===== src/core/ocpwm_defines.vh =====
// constants for the output compare / pwm channel
// assumes inclusion by the channel module only
`ifndef OCPWM_DEFINES_VH
`define OCPWM_DEFINES_VH

// register offsets (word index on the plain port)
`define OCPWM_ADDR_SEC 4'h0
`define OCPWM_ADDR_MAIN 4'h1
`define OCPWM_ADDR_CTRL 4'h2
`define OCPWM_ADDR_STAT 4'h3

// control register fields
`define OCPWM_MODE_LO 0
`define OCPWM_MODE_HI 2
`define OCPWM_TSEL_BIT 3
`define OCPWM_FLT_BIT 4
`define OCPWM_SIDL_BIT 13
`define OCPWM_CTRL_WMASK 16'h200F

// status register fields
`define OCPWM_STAT_EVT_BIT 0
`define OCPWM_STAT_PIN_BIT 1
`define OCPWM_STAT_ARM_BIT 2

// mode codes
`define OCPWM_M_OFF 3'h0
`define OCPWM_M_LOW 3'h1
`define OCPWM_M_HIGH 3'h2
`define OCPWM_M_TOGGLE 3'h3
`define OCPWM_M_SINGLE 3'h4
`define OCPWM_M_CONT 3'h5
`define OCPWM_M_PWM 3'h6
`define OCPWM_M_PWMF 3'h7

// reset values
`define OCPWM_RST_WORD 16'h0000
`define OCPWM_DUTY_ZERO 16'h0000

`endif


===== src/core/ocpwm_channel.v =====
// one output compare / pwm channel with fault shutdown
// assumes: timers live outside; their counts, period-match increments,
// enables and idle-stop bits arrive as synchronous inputs on CLK
// register words: 0 secondary value, 1 main value, 2 control, 3 status
// control: [2:0] mode, [3] timer select, [4] fault flag, [13] idle stop
// status: [0] compare flag (write 1 to clear), [1] pin level, [2] pulse armed
// pwm expects the selected timer to pulse its increment only on rollover
//
// Summary of operation
// - bit 3 picks one of two timers
// - reset selects the first timer
// - modes 1,2,3 force low, high, toggle
// - single match compares main value to count
// - wrap without match leaves pin unchanged
// - modes 4 and 5 are dual-match pulse
// - main starts pulse, secondary ends it
// - pwm modes: main read-only, secondary buffered duty
// - mode 7 low fault input tristates pin
// - fault flag at bit 4 reports fault
// - fault holds until cleared and mode rewritten
// - pwm period follows the external timer period
// - period rollover sets pin, reloads duty, flags timer
// - zero duty stays low, big duty stays high
// - sleep freezes pin and state
// - idle runs only when allowed by bits
// - non-pwm compare events set sticky flag
// - pwm never sets the compare flag
//
// Chosen here: the register addresses and the strobed register port.
`timescale 1ns/100ps
`include "ocpwm_defines.vh"

module ocpwm_channel (
  // clock and reset
  input wire CLK,
  input wire RST,
  // register port
  input wire [3:0] ADDR,
  input wire [15:0] WDATA,
  input wire WR,
  input wire RD,
  output reg [15:0] RDATA,
  // timer a (first timer)
  input wire [15:0] TA_COUNT,
  input wire TA_INC,
  input wire TA_ON,
  input wire TA_SIDL,
  // timer b (second timer)
  input wire [15:0] TB_COUNT,
  input wire TB_INC,
  input wire TB_ON,
  input wire TB_SIDL,
  // cpu power state
  input wire SLEEP,
  input wire IDLE,
  // pins
  input wire FAULT_N,
  output reg OC_OUT,
  output reg OC_OE,
  // events
  output reg EVT_FLAG,
  output reg TA_PERIOD_FLAG,
  output reg TB_PERIOD_FLAG
);

  reg [15:0] sec_q;
  reg [15:0] main_q;
  reg [2:0] mode_q;
  reg tsel_q;
  reg sidl_q;
  reg fault_q;
  reg pin_q;
  reg armed_q;
  reg evt_q;
  reg [15:0] rdata_d;
  reg pin_d;
  reg armed_d;
  reg fault_d;
  reg evt_d;

  wire [15:0] cnt;
  wire inc;
  wire run;
  wire ctrl_wr;
  wire evt_clr;
  wire is_pwm;
  wire is_dual;
  wire match_main;
  wire match_sec;
  wire period_end;
  wire duty_hit;
  wire idle_go;
  wire evt_hit;
  wire oe_d;

  // ----------------------------------------
  // shared decodes
  // ----------------------------------------
  // write strobe aimed at one register word
  function wr_hit;
    input [3:0] sel;
    begin
      wr_hit = WR && (ADDR == sel);
    end
  endfunction

  function mode_pwm;
    input [2:0] m;
    begin
      mode_pwm = (m == `OCPWM_M_PWM) || (m == `OCPWM_M_PWMF);
    end
  endfunction

  function mode_dual;
    input [2:0] m;
    begin
      mode_dual = (m == `OCPWM_M_SINGLE) || (m == `OCPWM_M_CONT);
    end
  endfunction

  // a timer lets the channel run in idle only while on and not idle-stopped
  function idle_ok;
    input on;
    input stop;
    begin
      idle_ok = on && !stop;
    end
  endfunction

  // ----------------------------------------
  // time base and run gating
  // ----------------------------------------
  assign cnt = tsel_q ? TB_COUNT : TA_COUNT;
  assign inc = tsel_q ? TB_INC : TA_INC;
  // idle keeps running only with the channel and selected-timer stop bits clear and the selected timer on
  assign idle_go = tsel_q ? idle_ok(TB_ON, TB_SIDL) : idle_ok(TA_ON, TA_SIDL);
  assign run = !SLEEP && (!IDLE || (!sidl_q && idle_go));

  assign ctrl_wr = wr_hit(`OCPWM_ADDR_CTRL);
  assign evt_clr = wr_hit(`OCPWM_ADDR_STAT) && WDATA[`OCPWM_STAT_EVT_BIT];
  assign is_pwm = mode_pwm(mode_q);
  assign is_dual = mode_dual(mode_q);
  // a match is acted upon on the increment that leaves the matching count
  assign match_main = run && inc && (cnt == main_q);
  assign match_sec = run && inc && (cnt == sec_q);
  // the external timer clears itself on this same increment
  assign period_end = run && inc && is_pwm;
  // pwm duty compare is a level compare against the working latch
  assign duty_hit = run && is_pwm && (cnt == main_q);
  // every non-pwm compare event raises the sticky flag
  assign evt_hit = (mode_q != `OCPWM_M_OFF) && !is_pwm && (match_main || (is_dual && match_sec));
  assign oe_d = (mode_q != `OCPWM_M_OFF) && !fault_q;

  // ----------------------------------------
  // register file
  // ----------------------------------------
  always @(posedge CLK or posedge RST) begin
    if (RST) begin
      sec_q <= `OCPWM_RST_WORD;
      mode_q <= `OCPWM_M_OFF;
      tsel_q <= 1'b0;
      sidl_q <= 1'b0;
    end else if (WR) begin
      if (ADDR == `OCPWM_ADDR_SEC) begin
        sec_q <= WDATA;
      end
      if (ctrl_wr) begin
        mode_q <= WDATA[`OCPWM_MODE_HI:`OCPWM_MODE_LO];
        tsel_q <= WDATA[`OCPWM_TSEL_BIT];
        sidl_q <= WDATA[`OCPWM_SIDL_BIT];
      end
    end
  end

  // ----------------------------------------
  // read port
  // ----------------------------------------
  always @* begin
    rdata_d = `OCPWM_RST_WORD;
    case (ADDR)
      `OCPWM_ADDR_SEC: begin
        rdata_d = sec_q;
      end
      `OCPWM_ADDR_MAIN: begin
        rdata_d = main_q;
      end
      `OCPWM_ADDR_CTRL: begin
        rdata_d[`OCPWM_MODE_HI:`OCPWM_MODE_LO] = mode_q;
        rdata_d[`OCPWM_TSEL_BIT] = tsel_q;
        rdata_d[`OCPWM_FLT_BIT] = fault_q;
        rdata_d[`OCPWM_SIDL_BIT] = sidl_q;
      end
      `OCPWM_ADDR_STAT: begin
        rdata_d[`OCPWM_STAT_EVT_BIT] = evt_q;
        rdata_d[`OCPWM_STAT_PIN_BIT] = pin_q;
        rdata_d[`OCPWM_STAT_ARM_BIT] = armed_q;
      end
      default: begin
        rdata_d = `OCPWM_RST_WORD;
      end
    endcase
  end

  always @(posedge CLK or posedge RST) begin
    if (RST) begin
      RDATA <= `OCPWM_RST_WORD;
    end else if (RD) begin
      RDATA <= rdata_d;
    end else begin
      RDATA <= `OCPWM_RST_WORD;
    end
  end

  // ----------------------------------------
  // main value: written directly outside pwm, reloaded in pwm
  // ----------------------------------------
  always @(posedge CLK or posedge RST) begin
    if (RST) begin
      main_q <= `OCPWM_RST_WORD;
    end else if (period_end) begin
      main_q <= sec_q;
    end else if (wr_hit(`OCPWM_ADDR_MAIN) && !is_pwm) begin
      main_q <= WDATA;
    end
  end

  // ----------------------------------------
  // pin, pulse arming and fault
  // ----------------------------------------
  always @* begin
    pin_d = pin_q;
    armed_d = armed_q;
    fault_d = fault_q;
    // fault clears only once the input is back high and the mode is rewritten
    if (ctrl_wr && FAULT_N) begin
      fault_d = 1'b0;
    end else if (run && (mode_q == `OCPWM_M_PWMF) && !FAULT_N) begin
      fault_d = 1'b1;
    end
    if (ctrl_wr) begin
      // a mode write re-arms the single pulse
      armed_d = (WDATA[`OCPWM_MODE_HI:`OCPWM_MODE_LO] == `OCPWM_M_SINGLE);
    end else if (run) begin
      case (mode_q)
        `OCPWM_M_LOW: begin
          if (match_main) pin_d = 1'b0;
        end
        `OCPWM_M_HIGH: begin
          if (match_main) pin_d = 1'b1;
        end
        `OCPWM_M_TOGGLE: begin
          if (match_main) pin_d = !pin_q;
        end
        `OCPWM_M_SINGLE: begin
          if (armed_q && match_main) begin
            pin_d = 1'b1;
          end else if (armed_q && match_sec && pin_q) begin
            pin_d = 1'b0;
            armed_d = 1'b0;
          end
        end
        `OCPWM_M_CONT: begin
          if (match_main) begin
            pin_d = 1'b1;
          end else if (match_sec) begin
            pin_d = 1'b0;
          end
        end
        `OCPWM_M_PWM, `OCPWM_M_PWMF: begin
          if (period_end) begin
            pin_d = (sec_q != `OCPWM_DUTY_ZERO);
          end else if (duty_hit) begin
            pin_d = 1'b0;
          end
        end
        default: begin
          pin_d = pin_q;
        end
      endcase
    end
  end

  // ----------------------------------------
  // pin, arming and fault state
  // ----------------------------------------
  always @(posedge CLK or posedge RST) begin
    if (RST) begin
      pin_q <= 1'b0;
      armed_q <= 1'b0;
      fault_q <= 1'b0;
    end else begin
      pin_q <= pin_d;
      armed_q <= armed_d;
      fault_q <= fault_d;
    end
  end

  // ----------------------------------------
  // compare event flag, set wins over clear
  // ----------------------------------------
  always @* begin
    evt_d = evt_q;
    if (evt_hit) begin
      evt_d = 1'b1;
    end else if (evt_clr) begin
      evt_d = 1'b0;
    end
  end

  always @(posedge CLK or posedge RST) begin
    if (RST) begin
      evt_q <= 1'b0;
    end else begin
      evt_q <= evt_d;
    end
  end

  // ----------------------------------------
  // registered outputs
  // ----------------------------------------
  always @(posedge CLK or posedge RST) begin
    if (RST) begin
      OC_OUT <= 1'b0;
      OC_OE <= 1'b0;
      EVT_FLAG <= 1'b0;
      TA_PERIOD_FLAG <= 1'b0;
      TB_PERIOD_FLAG <= 1'b0;
    end else begin
      OC_OUT <= pin_q;
      OC_OE <= oe_d;
      EVT_FLAG <= evt_q;
      TA_PERIOD_FLAG <= period_end && !tsel_q;
      TB_PERIOD_FLAG <= period_end && tsel_q;
    end
  end

endmodule // ocpwm_channel


===== config.mk =====
export PLATFORM = sky130hd
export DESIGN_NAME = ocpwm_channel
export DESIGN_NICKNAME = d
export VERILOG_FILES = /design/src/core/ocpwm_channel.v
export VERILOG_INCLUDE_DIRS = /design/src /design/src/core
export SDC_FILE = /design/constraint.sdc
export NUM_CORES = 1
export LEC_CHECK = 0
export ABC_AREA = 0
export BUFFER_PORTS_ARGS = -buffer_cell sky130_fd_sc_hd__buf_2
export CORE_MARGIN = 3
export CORE_UTILIZATION = 25
export DETAILED_ROUTE_END_ITERATION = 16
export SYNTH_ARGS = -nofsm -noshare
export SYNTH_HDL_FRONTEND = slang
export SYNTH_SLANG_ARGS = --single-unit

===== constraint.sdc =====
create_clock -name CLK -period 5.9 [get_ports CLK]
set_input_delay 0.59 -clock CLK [delete_from_list [all_inputs] [get_ports CLK]]
set_output_delay 0.59 -clock CLK [all_outputs]
set_load 0.05 [all_outputs]

# After elaboration in Yosys (flattened, before gate mapping)
# Cells that the tools add are included.
op_classes:
  reduce_logical: 56
  mux: 29
  bitwise: 1
  eq_ne: 20
op_table:
  columns: ["operator", "n"]
  rows:
  - ["$mux W16", 4]
  - ["$eq A16 B16 Y1", 2]
  - ["$logic_and A1 B1 Y1", 27]
  - ["$mux W1", 19]
  - ["$pmux W8 S2", 1]
  - ["$reduce_bool A16 Y1", 1]
  - ["$eq A3 B3 Y1 const B", 5]
  - ["$pmux W3 S4", 1]
  - ["$reduce_bool A2 Y1", 6]
  - ["$logic_not A1 Y1", 10]
  - ["$reduce_and A9 Y1", 1]
  - ["$eq A4 B2 Y1 const B", 2]
  - ["$ne A2 B2 Y1 const B", 4]
  - ["$eq A3 B2 Y1 const B", 2]
  - ["$ne A3 B3 Y1 const B", 2]
  - ["$pmux W1 S6", 1]
  - ["$pmux W2 S3", 1]
  - ["$reduce_bool A6 Y1", 1]
  - ["$eq A4 B1 Y1 const B", 1]
  - ["$logic_not A4 Y1", 1]
  - ["$logic_or A1 B1 Y1", 4]
  - ["$pmux W2 S2", 1]
  - ["$reduce_and A2 Y1", 2]
  - ["$reduce_and A4 Y1", 1]
  - ["other kinds (6)", 6]
word_totals:
  out_inout_bits: 21
  ff_bits: 62
  elab_cells: 121
  in_bits: 65

# Longest topological paths before layout
logic_depth:
  depth_word: 15
  depth_mapped: 10
  ltp_nobuf: 7

# Worst setup path before layout
# Ideal clock, no wire load.
synth_timing:
  path_kind: "reg-to-reg"
  start: "reg tsel_q"
  end: "reg pin_q"
  slack_ns: 3.621
  required_ns: 5.761
  setup_ns: 0.139
  path_stages_with_launch: 10
  arrival_ns: 2.140
  n_path_buf: 2
  synth_period_minus_slack_ns: 2.279
  path_cell_list: "dfrtp_1 buf_6 buf_12 or3b_1 a21oi_1 o21ai_2 nor2_1 a32oi_1 o211a_1 or4_1"
synth_via:
  elab_chain_cells: 10
  word_cells_on_any_way: 28
  classes_between: "8 x eq/ne; 7 x mux; 13 x reduce/logical"
synth_rtl:
  columns: ["element", "line", "source"]
  rows:
  - ["start: declaration", "ocpwm_channel.v:69", "reg tsel_q;"]
  - ["start signal: assignment", "ocpwm_channel.v:169", "tsel_q <= WDATA[`OCPWM_TSEL_BIT];"]
  - ["branches (longest 10 deep; another with $mux W16)", null, null]
  - ["end signal: assignment", "ocpwm_channel.v:292", "pin_q <= pin_d;"]
  - ["end: declaration", "ocpwm_channel.v:72", "reg pin_q;"]
# Parallel ways; which one is timed is not known.
# A chain may end at the register's enable or synchronous reset.

# Worst setup path in the final report
# Ends and elaborated chain as after synthesis.

==> run_results.csv <==
group,metric,value,unit
drt,wirelength,9.361,mm
synth,netlist_top_cells_count,"dfrtp_1, nand2_1, xnor2_1, a22oi_1, mux2_2",
worst_setup_path,critical_path_class,"flop to flop",
sta,setup_viol,0,
layout,final_cell_area,4188,µm²
flow_run,maxCapViolations,0,
global_route,grt_start_max_net_pins,63,
synth,ys.flop_type,"dfrtp_1",
floorplan,row_count,41,
sta,fin_crit,3302,ps
synth,synth_area,3304,µm²
sta,final-hold-violation-count,0,
sta,worst_slack,2598,ps
synth,yosysMostFrequentCell,"dfrtp_1",
clock_tree,clockBufferDepth,2,
layout,drive_above_1_share,32.60,%
placed_design,pre_cts_slack,2603,ps
status,status,"complete, no violations",
clock_tree,root_buffer,"clkbuf_16",
clock_tree,clkLatencyLatePin,330,ps
worst_setup_path,crit_path_end_kind,"flop",
placed_design,place_area,3864,µm²
worst_hold_path,min_path_type,"flop to flop",
clock_tree,clock_sinks,62,
floorplan,die_area,14630,µm²
global_route,track_usage,13.15,%
global_route,antenna_found_initial,1,
drt,dr_total_vias,2728,
layout,fin_nets,471,
clock_tree,cts_tree,"built",
synth,syn_inst,323,
synth,synth.net_count,388,
sta,maxSlewHeadroom,31.99,%
clock_tree,post-cts-setup-buffers,0,
sta,rsz0062_at_grt,"no",
pwr,p_leak,1.882,nW
clock_tree,htree_levels,3,
synth,synthTopCellsByArea,"dfrtp_1, xnor2_1, mux2_2",
clock_tree,hold_buffers,0,
synth,synth_top_area_share,46.95,%
worst_setup_path,worstSetupStartpointType,"flop",
synth,yosysSeqAreaShare,46.95,%
floorplan,die_w,121.0,µm
worst_setup_path,cp_max_fo,13,
synth,synthArstFlopShare,100.0,%
layout,num-fill-cells,1291,
global_route,grt_pass1_vias,2830,
placed_design,place_congestion,0.8556,
synth,synth-edff-count,0,
synth,syn_avg_cell_area,10.23,µm²
sta,max_freq,0.3029,GHz
floorplan,boundaryPins,86,
layout,area_delta_synth_final,26.73,%
pwr,p_per_area,377.2,nW/µm²
sta,fin_setup_tns,0,ps
pwr,ir_drop,153.8,µV
drt,drc,0,
synth,synth_top_cell_by_area,"dfrtp_1",
drt,via_per_inst,4.679,
sta,skew,6.021,ps
worst_setup_path,required,6170,ps
placed_design,hpwl,7.218,mm
drt,final_antenna_net_count,0,
layout,insertedDiodeCount,0,
floorplan,start_util,25.87,%
floorplan,die_h,121.0,µm
clock_tree,post_cts_resized,0,
sta,min_period_over_period,55.96,%
sta,slew_violations,0,
synth,ys_warn_count,0,
floorplan,core,12770,µm²
sta,worst_pin_slew,1016,ps
placed_design,numPortBuffers,85,
drt,dr.pass1.iters,5,
drt,wire_per_inst,16.06,µm
global_route,grt_overflow,0,
clock_tree,numCtsBuffers,9,
worst_setup_path,arrival,3570,ps
drt,drt_iter0_drc,172,
synth,ys_ff_latch,62,
global_route,grt_pass1_wl,14.93,mm
synth,ys_types,38,
clock_tree,path_clk_slew,50,ps
-- power breakdown --
part / total [mW] / internal, mW / leakage, nW / switching, mW
clock network: 0.566 / 0.379 / 0.154 / 0.187
registers: 0.642 / 0.517 / 0.795 / 0.124
logic: 0.372 / 0.182 / 0.933 / 0.189
-- worst max-delay path, cell delays in order, from the launching register on --
cell     delay [ps]
dfrtp_1         700
buf_4           400
mux2i_1         400
xnor2_1         130
nor4_1          410
nand4_1         350
or4_1           580
a21oi_1         150
or4_1           120
-- through the flow --
stage          hold slack [ps]  utilization (%)  std cells  power (mW)
2_1_floorplan            368.6                -        323      0.9109
3_3_place_gp             400.6            30.25        567       1.011
3_5_place_dp             397.6            30.25        567       1.021
4_1_cts                  410.9            32.78        583       1.591
6_report                 412.8            32.78        583       1.579
5_1_grt                  433.0            32.78        583       1.665
-- cell families (layout without fill, tap and decap cells) --
family / count (synthesis) / after routing / synth area share (%)
xor gates and xnor gates: 32 / 32 / 8.482
AOI/OAI and AO/OA: 52 / 52 / 10.34
buffers and inverters: 19 / 107 / 3.483
and+or+nand+nor: 120 / 120 / 17.65
DFF: 62 / 62 / 46.95
muxes: 38 / 38 / 13.10
-- worst paths after layout --
path | startpoint | to | slack, ps | depth (start not counted)
worst max-delay path | tsel_q$_DFFE_PP0P_ | pin_q$_DFFE_PP0P_ | 2600 | 8
worst min-delay path | evt_q$_DFFE_PP0P_ | EVT_FLAG$_DFF_PP0_ | 410 | 0
worst max register to register | tsel_q$_DFFE_PP0P_ | pin_q$_DFFE_PP0P_ | 2600 | 8
worst min register to register | evt_q$_DFFE_PP0P_ | EVT_FLAG$_DFF_PP0_ | 410 | 0
max in group asynchronous | RST | evt_q$_DFFE_PP0P_ | 4910 | 3
min in group asynchronous | RST | sec_q[15]$_DFFE_PP0P_ | 490 | 3
-- per-layer routing --
metal  up-vias  part of all wire [%]  global-route usage [%]
li1       1314                     -                       -
met3        11                   6.2                   2.890
met4         2                   1.2                   4.958
met2        80                    49                   21.88
met1      1321                    44                   16.68
met5         -                 0.075                       0
-- sequential cells by signal, summed over array words and instances, names as in the netlist --
| signal | cells |
|---|---|
| evt_q | 1 |
| OC_OUT | 1 |
| TA_PERIOD_FLAG | 1 |
| pin_q | 1 |
| RDATA | 16 |
| TB_PERIOD_FLAG | 1 |
| main_q | 16 |
| OC_OE | 1 |
| armed_q | 1 |
| sidl_q | 1 |
| tsel_q | 1 |
| fault_q | 1 |
| EVT_FLAG | 1 |
| mode_q | 3 |
| sec_q | 16 |
-- cells in the final DEF, fill, tap and decap left out, types with 2 or more instances in the layout --
cell type   count
buf_2          85
dfrtp_1        62
nand2_1        47
xnor2_1        32
a22oi_1        26
mux2_2         18
nor2_1         17
nor4_1         14
a21oi_1        13
mux2i_1        12
nor2b_1        11
nand3_1        11
clkbuf_16       9
o21ai_0         8
mux2i_2         8
nand2b_1        3
nor3_1          3
nand4_1         3
buf_4           3
inv_1           2
or4_1           2
bufinv_16       2
clkinv_2        2
clkinvlp_4      2
-- area by class of cell --
cell class | instances | area [µm²] | area share, %
multi-input combinational | 242 | 1638 | 39.11
sequential | 62 | 1551 | 37.05
timing repair buffer | 88 | 447.9 | 10.70
clock buffer | 10 | 239.0 | 5.707
tap | 172 | 215.2 | 5.139
clock inverter | 6 | 85.08 | 2.032
inverter | 3 | 11.26 | 0.2689
(Power assumes the default switching activity.)
